**src/esh_defs.svh**
```systemverilog
// Constants for the external start and halt input logic.
`ifndef ESH_DEFS_SVH
`define ESH_DEFS_SVH
`define ESH_CLK_PERIOD_NS 5
`define ESH_FLT_TIME_NS 40
`define ESH_FLT_CYCLES ((`ESH_FLT_TIME_NS + `ESH_CLK_PERIOD_NS - 1) / `ESH_CLK_PERIOD_NS)
`define ESH_FLT_CNT_W 4
`define ESH_CFG_EXT_MODE_LSB 0
`define ESH_CFG_FLT_EN_BIT 2
`define ESH_NUM_AXES 2
`endif

```
**src/esh_pkg.sv**
```systemverilog
// Types shared by the external start and halt input logic.
package esh_pkg;
	typedef enum logic [1:0] {
		ESH_EXT_OFF = 2'b00,
		ESH_EXT_FIXED = 2'b01,
		ESH_EXT_CONT = 2'b10
	} esh_ext_mode_t;
	typedef struct packed {
		logic flt_en;
		esh_ext_mode_t ext_mode;
	} esh_axis_cfg_t;
	typedef struct packed {
		logic start_plus;
		logic start_minus;
		logic run_plus;
		logic run_minus;
		logic halt;
	} esh_axis_req_t;
	typedef enum logic [1:0] {
		ESH_ST_IDLE = 2'b00,
		ESH_ST_FIXED = 2'b01,
		ESH_ST_CONT = 2'b11,
		ESH_ST_HALT = 2'b10
	} esh_axis_state_t;
endpackage

```
**src/esh_in_filter.sv**
```systemverilog
// Synchroniser and noise filter for one active-low input.
`timescale 1ns/10ps
`include "esh_defs.svh"
module esh_in_filter
	import esh_pkg::*;
(
	input wire logic ref_clk,
	input wire logic rst_n,
	input wire logic pin_n,
	input wire logic flt_en,
	output logic level_n
);
	logic sync_a;
	logic sync_b;
	logic [`ESH_FLT_CNT_W-1:0] cnt;
	logic [`ESH_FLT_CNT_W-1:0] next_cnt;
	logic next_level_n;
	localparam logic [`ESH_FLT_CNT_W-1:0] FLT_LAST = `ESH_FLT_CNT_W'(`ESH_FLT_CYCLES - 1);

	// Two-stage synchroniser; the first stage feeds only the second.
	always_ff @(posedge ref_clk or negedge rst_n) begin
		if (!rst_n) begin
			sync_a <= 1'b1;
			sync_b <= 1'b1;
		end else begin
			sync_a <= pin_n;
			sync_b <= sync_a;
		end
	end

	// With the filter on, the level changes only after it has differed for the full filter time.
	always_comb begin
		next_cnt = '0;
		next_level_n = level_n;
		if (!flt_en) begin
			next_level_n = sync_b;
		end else if (sync_b != level_n) begin
			if (cnt == FLT_LAST) begin
				next_level_n = sync_b;
			end else begin
				next_cnt = cnt + 1'b1;
			end
		end
	end

	// Filter state registers.
	always_ff @(posedge ref_clk or negedge rst_n) begin
		if (!rst_n) begin
			cnt <= '0;
			level_n <= 1'b1;
		end else begin
			cnt <= next_cnt;
			level_n <= next_level_n;
		end
	end
endmodule // esh_in_filter

```
**src/esh_ext_start_halt.sv**
```systemverilog
// External start and global halt logic for a two-axis motion controller.
`timescale 1ns/10ps
`include "esh_defs.svh"
module esh_ext_start_halt
	import esh_pkg::*;
(
	input wire logic ref_clk,
	input wire logic rst_n,
	input wire logic x_ext_plus_start,
	input wire logic x_ext_minus_start,
	input wire logic y_ext_plus_start,
	input wire logic y_ext_minus_start,
	input wire logic global_halt_n,
	input wire esh_axis_cfg_t x_axis_mode_cfg_three,
	input wire esh_axis_cfg_t y_axis_mode_cfg_three,
	input wire logic [`ESH_NUM_AXES-1:0] drive_done,
	input wire logic [`ESH_NUM_AXES-1:0] halt_error_clear,
	output esh_axis_req_t x_req,
	output esh_axis_req_t y_req,
	output logic [`ESH_NUM_AXES-1:0] halt_error_flag,
	output esh_axis_state_t [`ESH_NUM_AXES-1:0] axis_state
);
	////////////////////////////////////////////////////////////////////////////////
	// Input conditioning.
	// Every pin passes a two-flop synchroniser and then the noise filter.
	// With the filter off a pin change reaches the request outputs three edges
	// after the first edge that samples it: two synchroniser stages, the filter
	// register and the request register; a continuous run takes one edge more
	// for the step from IDLE to CONT.
	// With the filter on the new level must stand for eight cycles, seven edges more than with the filter off.
	// With the filter on, pulses shorter than the filter time never reach the axis logic, so the
	// outside source must hold a start or halt level at least that long.
	// Inputs are taken as synchronous to ref_clk; the synchroniser still
	// guards against metastability when a switch is wired straight to a pin.
	esh_axis_cfg_t cfg [`ESH_NUM_AXES];
	logic [`ESH_NUM_AXES-1:0] plus_pin_n;
	logic [`ESH_NUM_AXES-1:0] minus_pin_n;
	logic [`ESH_NUM_AXES-1:0] plus_n;
	logic [`ESH_NUM_AXES-1:0] minus_n;
	logic [`ESH_NUM_AXES-1:0] plus_prev_n;
	logic [`ESH_NUM_AXES-1:0] minus_prev_n;
	logic halt_n;
	logic any_flt_en;
	esh_axis_req_t req [`ESH_NUM_AXES];
	esh_axis_req_t next_req [`ESH_NUM_AXES];

	// Per-axis configuration and pin mapping.
	assign cfg[0] = x_axis_mode_cfg_three;
	assign cfg[1] = y_axis_mode_cfg_three;
	assign plus_pin_n = {y_ext_plus_start, x_ext_plus_start};
	assign minus_pin_n = {y_ext_minus_start, x_ext_minus_start};
	assign any_flt_en = cfg[0].flt_en | cfg[1].flt_en;

	// The halt filter follows the filter enable of either axis, because the
	// single halt pin serves both axes and must not be filtered for one axis
	// and raw for the other.
	// Halt input: fixed active-low polarity, no inversion option exists.
	// fixed polarity
	esh_in_filter u_halt_flt (
		.ref_clk(ref_clk),
		.rst_n(rst_n),
		.pin_n(global_halt_n),
		.flt_en(any_flt_en),
		.level_n(halt_n)
	);

	////////////////////////////////////////////////////////////////////////////////
	// Per-axis start logic.
	// Each axis holds a small state machine.
	// IDLE waits for a start according to the configured external mode.
	// FIXED covers a fixed-length drive and ignores further start edges until
	// the pulse generator reports drive_done for this axis.
	// CONT keeps a run request up while the filtered start input stays low.
	// HALT is entered from any state while the filtered halt input is low and
	// is left only once that input has returned high.
	generate
		for (genvar a = 0; a < `ESH_NUM_AXES; a++) begin : g_axis
			// Local state of one axis; the generate loop repeats it per axis.
			esh_axis_state_t st;
			esh_axis_state_t next_st;
			logic err;
			logic next_err;
			logic plus_fall;
			logic minus_fall;

			esh_in_filter u_plus_flt (
				.ref_clk(ref_clk),
				.rst_n(rst_n),
				.pin_n(plus_pin_n[a]),
				.flt_en(cfg[a].flt_en),
				.level_n(plus_n[a])
			);
			esh_in_filter u_minus_flt (
				.ref_clk(ref_clk),
				.rst_n(rst_n),
				.pin_n(minus_pin_n[a]),
				.flt_en(cfg[a].flt_en),
				.level_n(minus_n[a])
			);

			// The edge detectors look at the filtered level, so a bouncing contact
			// yields one start and not a burst of them.
			// Their history flops reset high, the idle level of the pins, so that the
			// release of reset never looks like a falling edge.
			// edges on filtered
			assign plus_fall = plus_prev_n[a] & ~plus_n[a];
			assign minus_fall = minus_prev_n[a] & ~minus_n[a];

			// Next state, requests and error flag for this axis.
			always_comb begin
				next_st = st;
				next_err = err;
				next_req[a] = '0;
				// A clear in the same cycle as a halt loses: the halt branch
				// below sets the flag again after the clear has been applied.
				if (halt_error_clear[a]) begin
					next_err = 1'b0;
				end
				case (st)
					ESH_ST_IDLE: begin
						// Plus has priority when both start inputs fall together.
						// mode select
						if (cfg[a].ext_mode == ESH_EXT_FIXED) begin
							if (plus_fall) begin
								next_req[a].start_plus = 1'b1;
								next_st = ESH_ST_FIXED;
							end else if (minus_fall) begin
								next_req[a].start_minus = 1'b1;
								next_st = ESH_ST_FIXED;
							end
						end else if (cfg[a].ext_mode == ESH_EXT_CONT) begin
							if (!plus_n[a] || !minus_n[a]) begin
								next_st = ESH_ST_CONT;
							end
						end
					end
					ESH_ST_FIXED: begin
						// The drive length is counted by the pulse generator, not here.
						if (drive_done[a]) begin
							next_st = ESH_ST_IDLE;
						end
					end
					ESH_ST_CONT: begin
						// Leaving continuous mode or releasing both inputs ends the run at once.
						// plus level run
						if (cfg[a].ext_mode == ESH_EXT_CONT && !plus_n[a]) begin
							next_req[a].run_plus = 1'b1;
						end else if (cfg[a].ext_mode == ESH_EXT_CONT && !minus_n[a]) begin
							next_req[a].run_minus = 1'b1;
						end else begin
							next_st = ESH_ST_IDLE;
						end
					end
					ESH_ST_HALT: begin
						// Starts seen during the halt are dropped; in fixed mode a new edge is needed afterwards, in continuous mode a held level is enough.
						if (halt_n) begin
							next_st = ESH_ST_IDLE;
						end
					end
					default: begin
						// An unused encoding falls back to IDLE.
						next_st = ESH_ST_IDLE;
					end
				endcase
				// The halt overrides every other decision of this cycle, including a
				// start that would otherwise be issued.
				// immediate halt
				if (!halt_n) begin
					next_req[a] = '0;
					next_req[a].halt = 1'b1;
					next_st = ESH_ST_HALT;
					next_err = 1'b1;
				end
			end

			// Registering the requests here keeps every output flop-driven and
			// costs one cycle of latency against the pin.
			// Axis state registers.
			always_ff @(posedge ref_clk or negedge rst_n) begin
				if (!rst_n) begin
					st <= ESH_ST_IDLE;
					err <= 1'b0;
					plus_prev_n[a] <= 1'b1;
					minus_prev_n[a] <= 1'b1;
					req[a] <= '0;
				end else begin
					st <= next_st;
					err <= next_err;
					plus_prev_n[a] <= plus_n[a];
					minus_prev_n[a] <= minus_n[a];
					req[a] <= next_req[a];
				end
			end

			assign halt_error_flag[a] = err;
			assign axis_state[a] = st;
		end
	endgenerate

	// The per-axis requests leave as two separate structs so that each axis
	// can be wired to its own pulse generator.
	// Request outputs come straight from the per-axis request registers.
	assign x_req = req[0];
	assign y_req = req[1];
endmodule // esh_ext_start_halt

```
**config.mk**
```make
export PLATFORM = sky130hd
export DESIGN_NAME = esh_ext_start_halt
export DESIGN_NICKNAME = d
export VERILOG_FILES = /design/src/esh_pkg.sv /design/src/esh_in_filter.sv /design/src/esh_ext_start_halt.sv
export VERILOG_INCLUDE_DIRS = /design/src
export SDC_FILE = /design/constraint.sdc
export NUM_CORES = 1
export LEC_CHECK = 0
export BUFFER_PORTS_ARGS = -buffer_cell sky130_fd_sc_hd__buf_2
export CORE_ASPECT_RATIO = 0.75
export CORE_MARGIN = 2
export CORE_UTILIZATION = 35
export CTS_CLUSTER_DIAMETER = 120
export DETAILED_ROUTE_END_ITERATION = 10
export PLACE_DENSITY = 0.53
export SYNTH_ARGS = -nofsm -noshare
export SYNTH_HDL_FRONTEND = slang
export SYNTH_SLANG_ARGS = --single-unit
```
**constraint.sdc**
```tcl
create_clock -name ref_clk -period 1.8 [get_ports ref_clk]
set_clock_uncertainty 0.05 [all_clocks]
set_input_delay 0.36 -clock ref_clk [delete_from_list [all_inputs] [get_ports ref_clk]]
set_output_delay 0.36 -clock ref_clk [all_outputs]
set_load 0.01 [all_outputs]
```
== Yosys cells after proc, flatten, opt, wreduce, memory -nomap -nowiden ==
Index checks and enable logic that the tools add are counted.

* Register bits after elaboration: 55
* Input port bits: 17
* Output and inout port bits: 16
* Logic and storage cells: 189

* Add/subtract/negate cells: 5
* Equal/unequal tests: 44
* Mux-type cells: 74
* Bitwise operators: 9
* Reduce and logical (&&, ||, !) cells: 19

{| class="wikitable"
|+ Operator list
! operator !! number
|-
| two-way mux 4 bit || 15
|-
| two-way mux 2 bit || 24
|-
| two-way mux 1 bit || 31
|-
| adder 4 x 1 -> 4 bit, second input constant || 5
|-
| == test 4 x 3 -> 1 bit, second input constant || 5
|-
| inequality test 3 bit, second input constant || 6
|-
| inequality test 2 x 1 -> 1 bit, second input constant || 8
|-
| inequality test 4 bit, second input constant || 4
|-
| one-hot mux 2 bit (4 select lines) || 2
|-
| == test 2 bit, second input constant || 6
|-
| AND reduction 6 bit || 2
|-
| two-way mux 5 bit || 2
|-
| inequality test 5 bit, second input constant || 2
|-
| AND reduction 2 bit || 5
|-
| == test 2 x 1 -> 1 bit, second input constant || 4
|-
| inequality test 2 bit, second input constant || 4
|-
| inequality test 1 bit || 5
|-
| bitwise AND 1 bit || 4
|-
| logical AND 1 bit || 4
|-
| logical NOT 1 bit || 4
|-
| logical NOT 2 bit || 2
|-
| inverter 1 bit || 4
|-
| logical OR 1 bit || 2
|-
| bitwise OR 1 bit || 1
|}

== Longest topological paths before layout ==
* Word-level depth: 7
* Mapped depth: 6
* Mapped depth without buffers: 6

== Hierarchy ==
Synthesis repeated with hierarchy kept, for this count alone.

* Cell total of the unflattened synthesis: 182
* Area, all modules: 2215.9 µm²

{| class="wikitable"
|+ By module, submodules not included
! module !! instances !! cells an instance !! area each (µm²) !! seq. area each (µm²)
|-
| esh_in_filter || 5 || 20 || 270.3 || 178.9
|-
| esh_ext_start_halt || 1 || 82 || 864.6 || 480.5
|}

== Least setup slack after synthesis ==
Ideal clock, no wire load.

* Kind: register to register
* Start point: register u_halt_flt.level_n
* End point: register req (netlist bit x_req[3])
* Arrival time: 1.296 ns
* Data required time: 1.670 ns
* Slack: 0.374 ns
* Cell stages (with the launch flop): 5
* Period minus slack after synthesis: 1.426 ns
* Cell sequence: dfstp_2 -> buf_6 -> inv_4 -> or4_4 -> nor3b_2

{| class="wikitable"
|+ RTL lines
! what !! RTL line !! text
|-
| from (decl) || esh_in_filter.sv:11 || <nowiki>output logic level_n</nowiki>
|-
| from (signal assigned) || esh_in_filter.sv:53 || <nowiki>level_n <= next_level_n;</nowiki>
|-
| to (signal, indexed assignment) || esh_ext_start_halt.sv:191 || <nowiki>req[a] <= next_req[a];</nowiki>
|-
| to (decl) || esh_ext_start_halt.sv:44 || <nowiki>esh_axis_req_t req [`ESH_NUM_AXES];</nowiki>
|}

==> key figures <==
Critical path
  • WS Path Type: reg -> reg
  • Reg2reg end: x_req[3]
  • Max FO, Critical Path: 9
  • CP startpoint kind: flip-flop
  • Required @ worst endpoint: 1.98 ns
  • Reg2Reg Depth: 3
  • Critical path capture point type: flip-flop
  • CP arrival: 1.67 ns
  • FF-to-FF Start: u_halt_flt.level_n
  • Reg-to-reg slack, setup: 0.31 ns

Global route
  • GRT overflow: 0
  • First-pass GRT wire length: 5.67 mm
  • GRT Util Overall: 10.8%
  • Initial antenna violation count: 0
  • Vias in the first global route: 1241
  • Largest net degree at the start of global routing: 39

Clocking
  • CTS tree: yes
  • Setup Fix Bufs, Post-CTS: 0
  • Clk_lat worst skew: 0.30 ns
  • PostCTS Resize Cnt: 0
  • Clock-pin slew on the worst setup and hold paths: 0.09 ns
  • CTS root buf: clkbuf_8
  • H-tree levels: 2
  • Hold buffer count at CTS: 1
  • CTS Sinks: 54
  • TritonCTS Buffers: 5
  • Max Root-Sink Buffers: 2

Route
  • Drt wl/cell: 11.3 um
  • Drc violations: 0
  • Routed wire length: 3.36 mm
  • DR iter-0 viols: 35
  • DR vias: 1361
  • Vias per cell: 4.57
  • Routed Antenna Nets: 0
  • Pre-Repair DR Iteration Count: 4

Floorplanning
  • FP Rows: 24
  • Core area: 5890 um2
  • Initial Util: 36.7%
  • DIE HEIGHT: 72.0 um
  • I/O pins: 33
  • Die Span X: 94.7 um
  • Die area: 6820 um2

Synth
  • Avg Cell Area, Syn: 11.9 um2
  • Xor/xnor share of the synthesized area: 4.46%
  • Most frequent cells after synthesis: 35 x dfrtp_1, 23 x nor2_1, 19 x dfstp_2
  • Leading register cell type out of synthesis: dfrtp_1
  • Async SR Flop Fraction: 100%
  • Dominant cell type by area after synthesis: dfrtp_1
  • Syn_nets: 206
  • Synth warn: 0
  • Post-Syn Instances: 182
  • Yosys top cell area share: 40.6%
  • Post-synth EDFFs: 0
  • Adder-Cell Fraction of Synth Area: 4.06%
  • Largest family of logic cells by synthesized area: simple AND/OR/NAND/NOR gates
  • Flops & latches, synth: 54
  • Synth area leaders: dfrtp_1 41%, dfstp_2 23%, ha_1 4.1%
  • Area of the mapped netlist: 2160 um2
  • Simple-gate share of the synthesized area: 16.8%
  • Most frequent cell after synthesis: dfrtp_1
  • Sequential fraction of the synthesis area: 63.7%
  • Multiplexer share of the synthesized area: 2.61%
  • Compound-Gate Fraction of Synth Area: 5.68%
  • Unique masters post-synth: 30

STA
  • Slew @ Worst Pin: 0.410 ns
  • Final max-slew violation count: 0
  • Final setup fails: 0
  • Worst hold slack: 0.100 ns
  • Final min period: 1.49 ns
  • RSZ-0062 raised after global routing: no
  • Max-slew headroom: 72.7%
  • Setup TNS: 0 ns
  • Worst Setup Slack, final: 0.312 ns
  • Final Cycle Share: 82.7%
  • Max Fclk: 672 MHz
  • Final-report hold violation count: 0

Pwr
  • Leakage: 1.20 nW
  • VDD IR max: 0.438 mV
  • Power per Cell Area: 963 nW/um2
  • Tot Pwr: 2.43 mW

Layout
  • Area Overhead vs Synth: 16.9%
  • Post-route insts no fill: 298
  • Fin nets: 243
  • Number of diodes: 0
  • Share of layout cells above drive strength 1: 30.5%

Placement
  • Placer Congestion: 0.787
  • # port buffers: 32
  • Dpl ws: 0.268 ns
  • Placed Cells: 289
  • DP Wirelength: 2.41 mm

Hold path
  • HP Class: in -> reg
  • Hold wc startpoint: y_ext_minus_start
  • WHS Endpoint: g_axis[1].u_minus_flt.sync_a
  • Hold Path Depth: 1

Status
  • Outcome: complete, no violations

Run
  • Max_cap viols: 0
[metrics by stage]
| step | utilization, % | cell area, um2 |
|---|---|---|
| floorplan | - | 2160 |
| finish | 42.9 | 2520 |
| global placement | 40.8 | 2400 |
| global route | 42.9 | 2520 |
| CTS | 42.9 | 2520 |
| detailed placement | 40.8 | 2400 |
[power by group]
| part | switching (mW) | internal [mW] |
|---|---|---|
| registers | 0.0737 | 1.32 |
| clock network | 0.367 | 0.415 |
| logic | 0.138 | 0.115 |
| total | 0.578 | 1.85 |
[cell families after synthesis]
kind of cell / after synthesis
mux: 5
compound gates: 21
fa+ha+maj: 7
buf+inv: 10
simple gates: 74
flops: 54
xor+xnor: 11
[cell usage in the layout, fill, tap and decap left out]
cell,Yosys,routed
dfrtp_1,35,35
buf_2,0,32
nor2_1,23,23
dfstp_2,19,19
nand2_1,16,16
o21ai_0,9,9
nor3_1,8,8
nand2b_1,7,7
nand3_1,7,7
ha_1,7,7
xor2_1,6,6
inv_1,5,5
xnor2_1,5,5
a21oi_1,5,5
mux2_2,5,5
clkbuf_8,0,5
and3_1,4,4
nor3b_1,3,3
nand4_1,2,2
a31oi_1,2,2
nor2b_1,1,1
inv_4,1,1
o22a_1,1,1
or4_4,1,1
o21bai_1,1,1
or4_1,1,1
a22o_1,1,1
a21boi_0,1,1
a21o_1,1,1
nor3b_2,1,1
clkbuf_1,0,1
clkinvlp_4,0,1
bufinv_16,0,1
dlygate4sd3_1,0,1
buf_12,0,1
[layout make-up]
cell class                      count  area [um2]
Fill cell                         589        3360
Timing Repair Buffer               34         190
Clock buffer                        6        72.6
Inverter                            6        25.0
Sequential cell                    54        1380
Tap cell                           78        97.6
Multi-Input combinational cell    118         726
Clock inverter                      2        37.5
[sequential cells by signal, summed over array words and instances (netlist names), 4 cells and up]
register / cells
g_axis.u_minus_flt.cnt: 8
x_req: 5
g_axis.u_plus_flt.cnt: 8
y_req: 4
g_axis.st: 4
u_halt_flt.cnt: 4
[worst max-delay path: stages, from the launching register on]
cell and delay, ns:
dfstp_2 0.64, inv_4 0.06, or4_4 0.49, nor3b_2 0.18
[worst max path at each step]
stage,startpoint,to,depth (start not counted)
after floorplan,u_halt_flt.level_n,x_req[3],4
after global placement,y_axis_mode_cfg_three[0],g_axis[1].st[1],6
after detailed placement,y_axis_mode_cfg_three[0],g_axis[1].st[1],6
after CTS,u_halt_flt.level_n,x_req[3],3
after global routing,u_halt_flt.level_n,x_req[3],3
final,u_halt_flt.level_n,x_req[3],3
[layer usage]
| metal | global-route usage (%) | vias up | share of wire, % |
|---|---|---|---|
| met5 | 0 | - | 0 |
| li1 | - | 691 | - |
| met4 | 4.83 | 0 | 1.3 |
| met1 | 15.7 | 634 | 54 |
| met3 | 3.43 | 4 | 5.7 |
| met2 | 14.7 | 32 | 39 |
(Power assumes the default switching activity.)
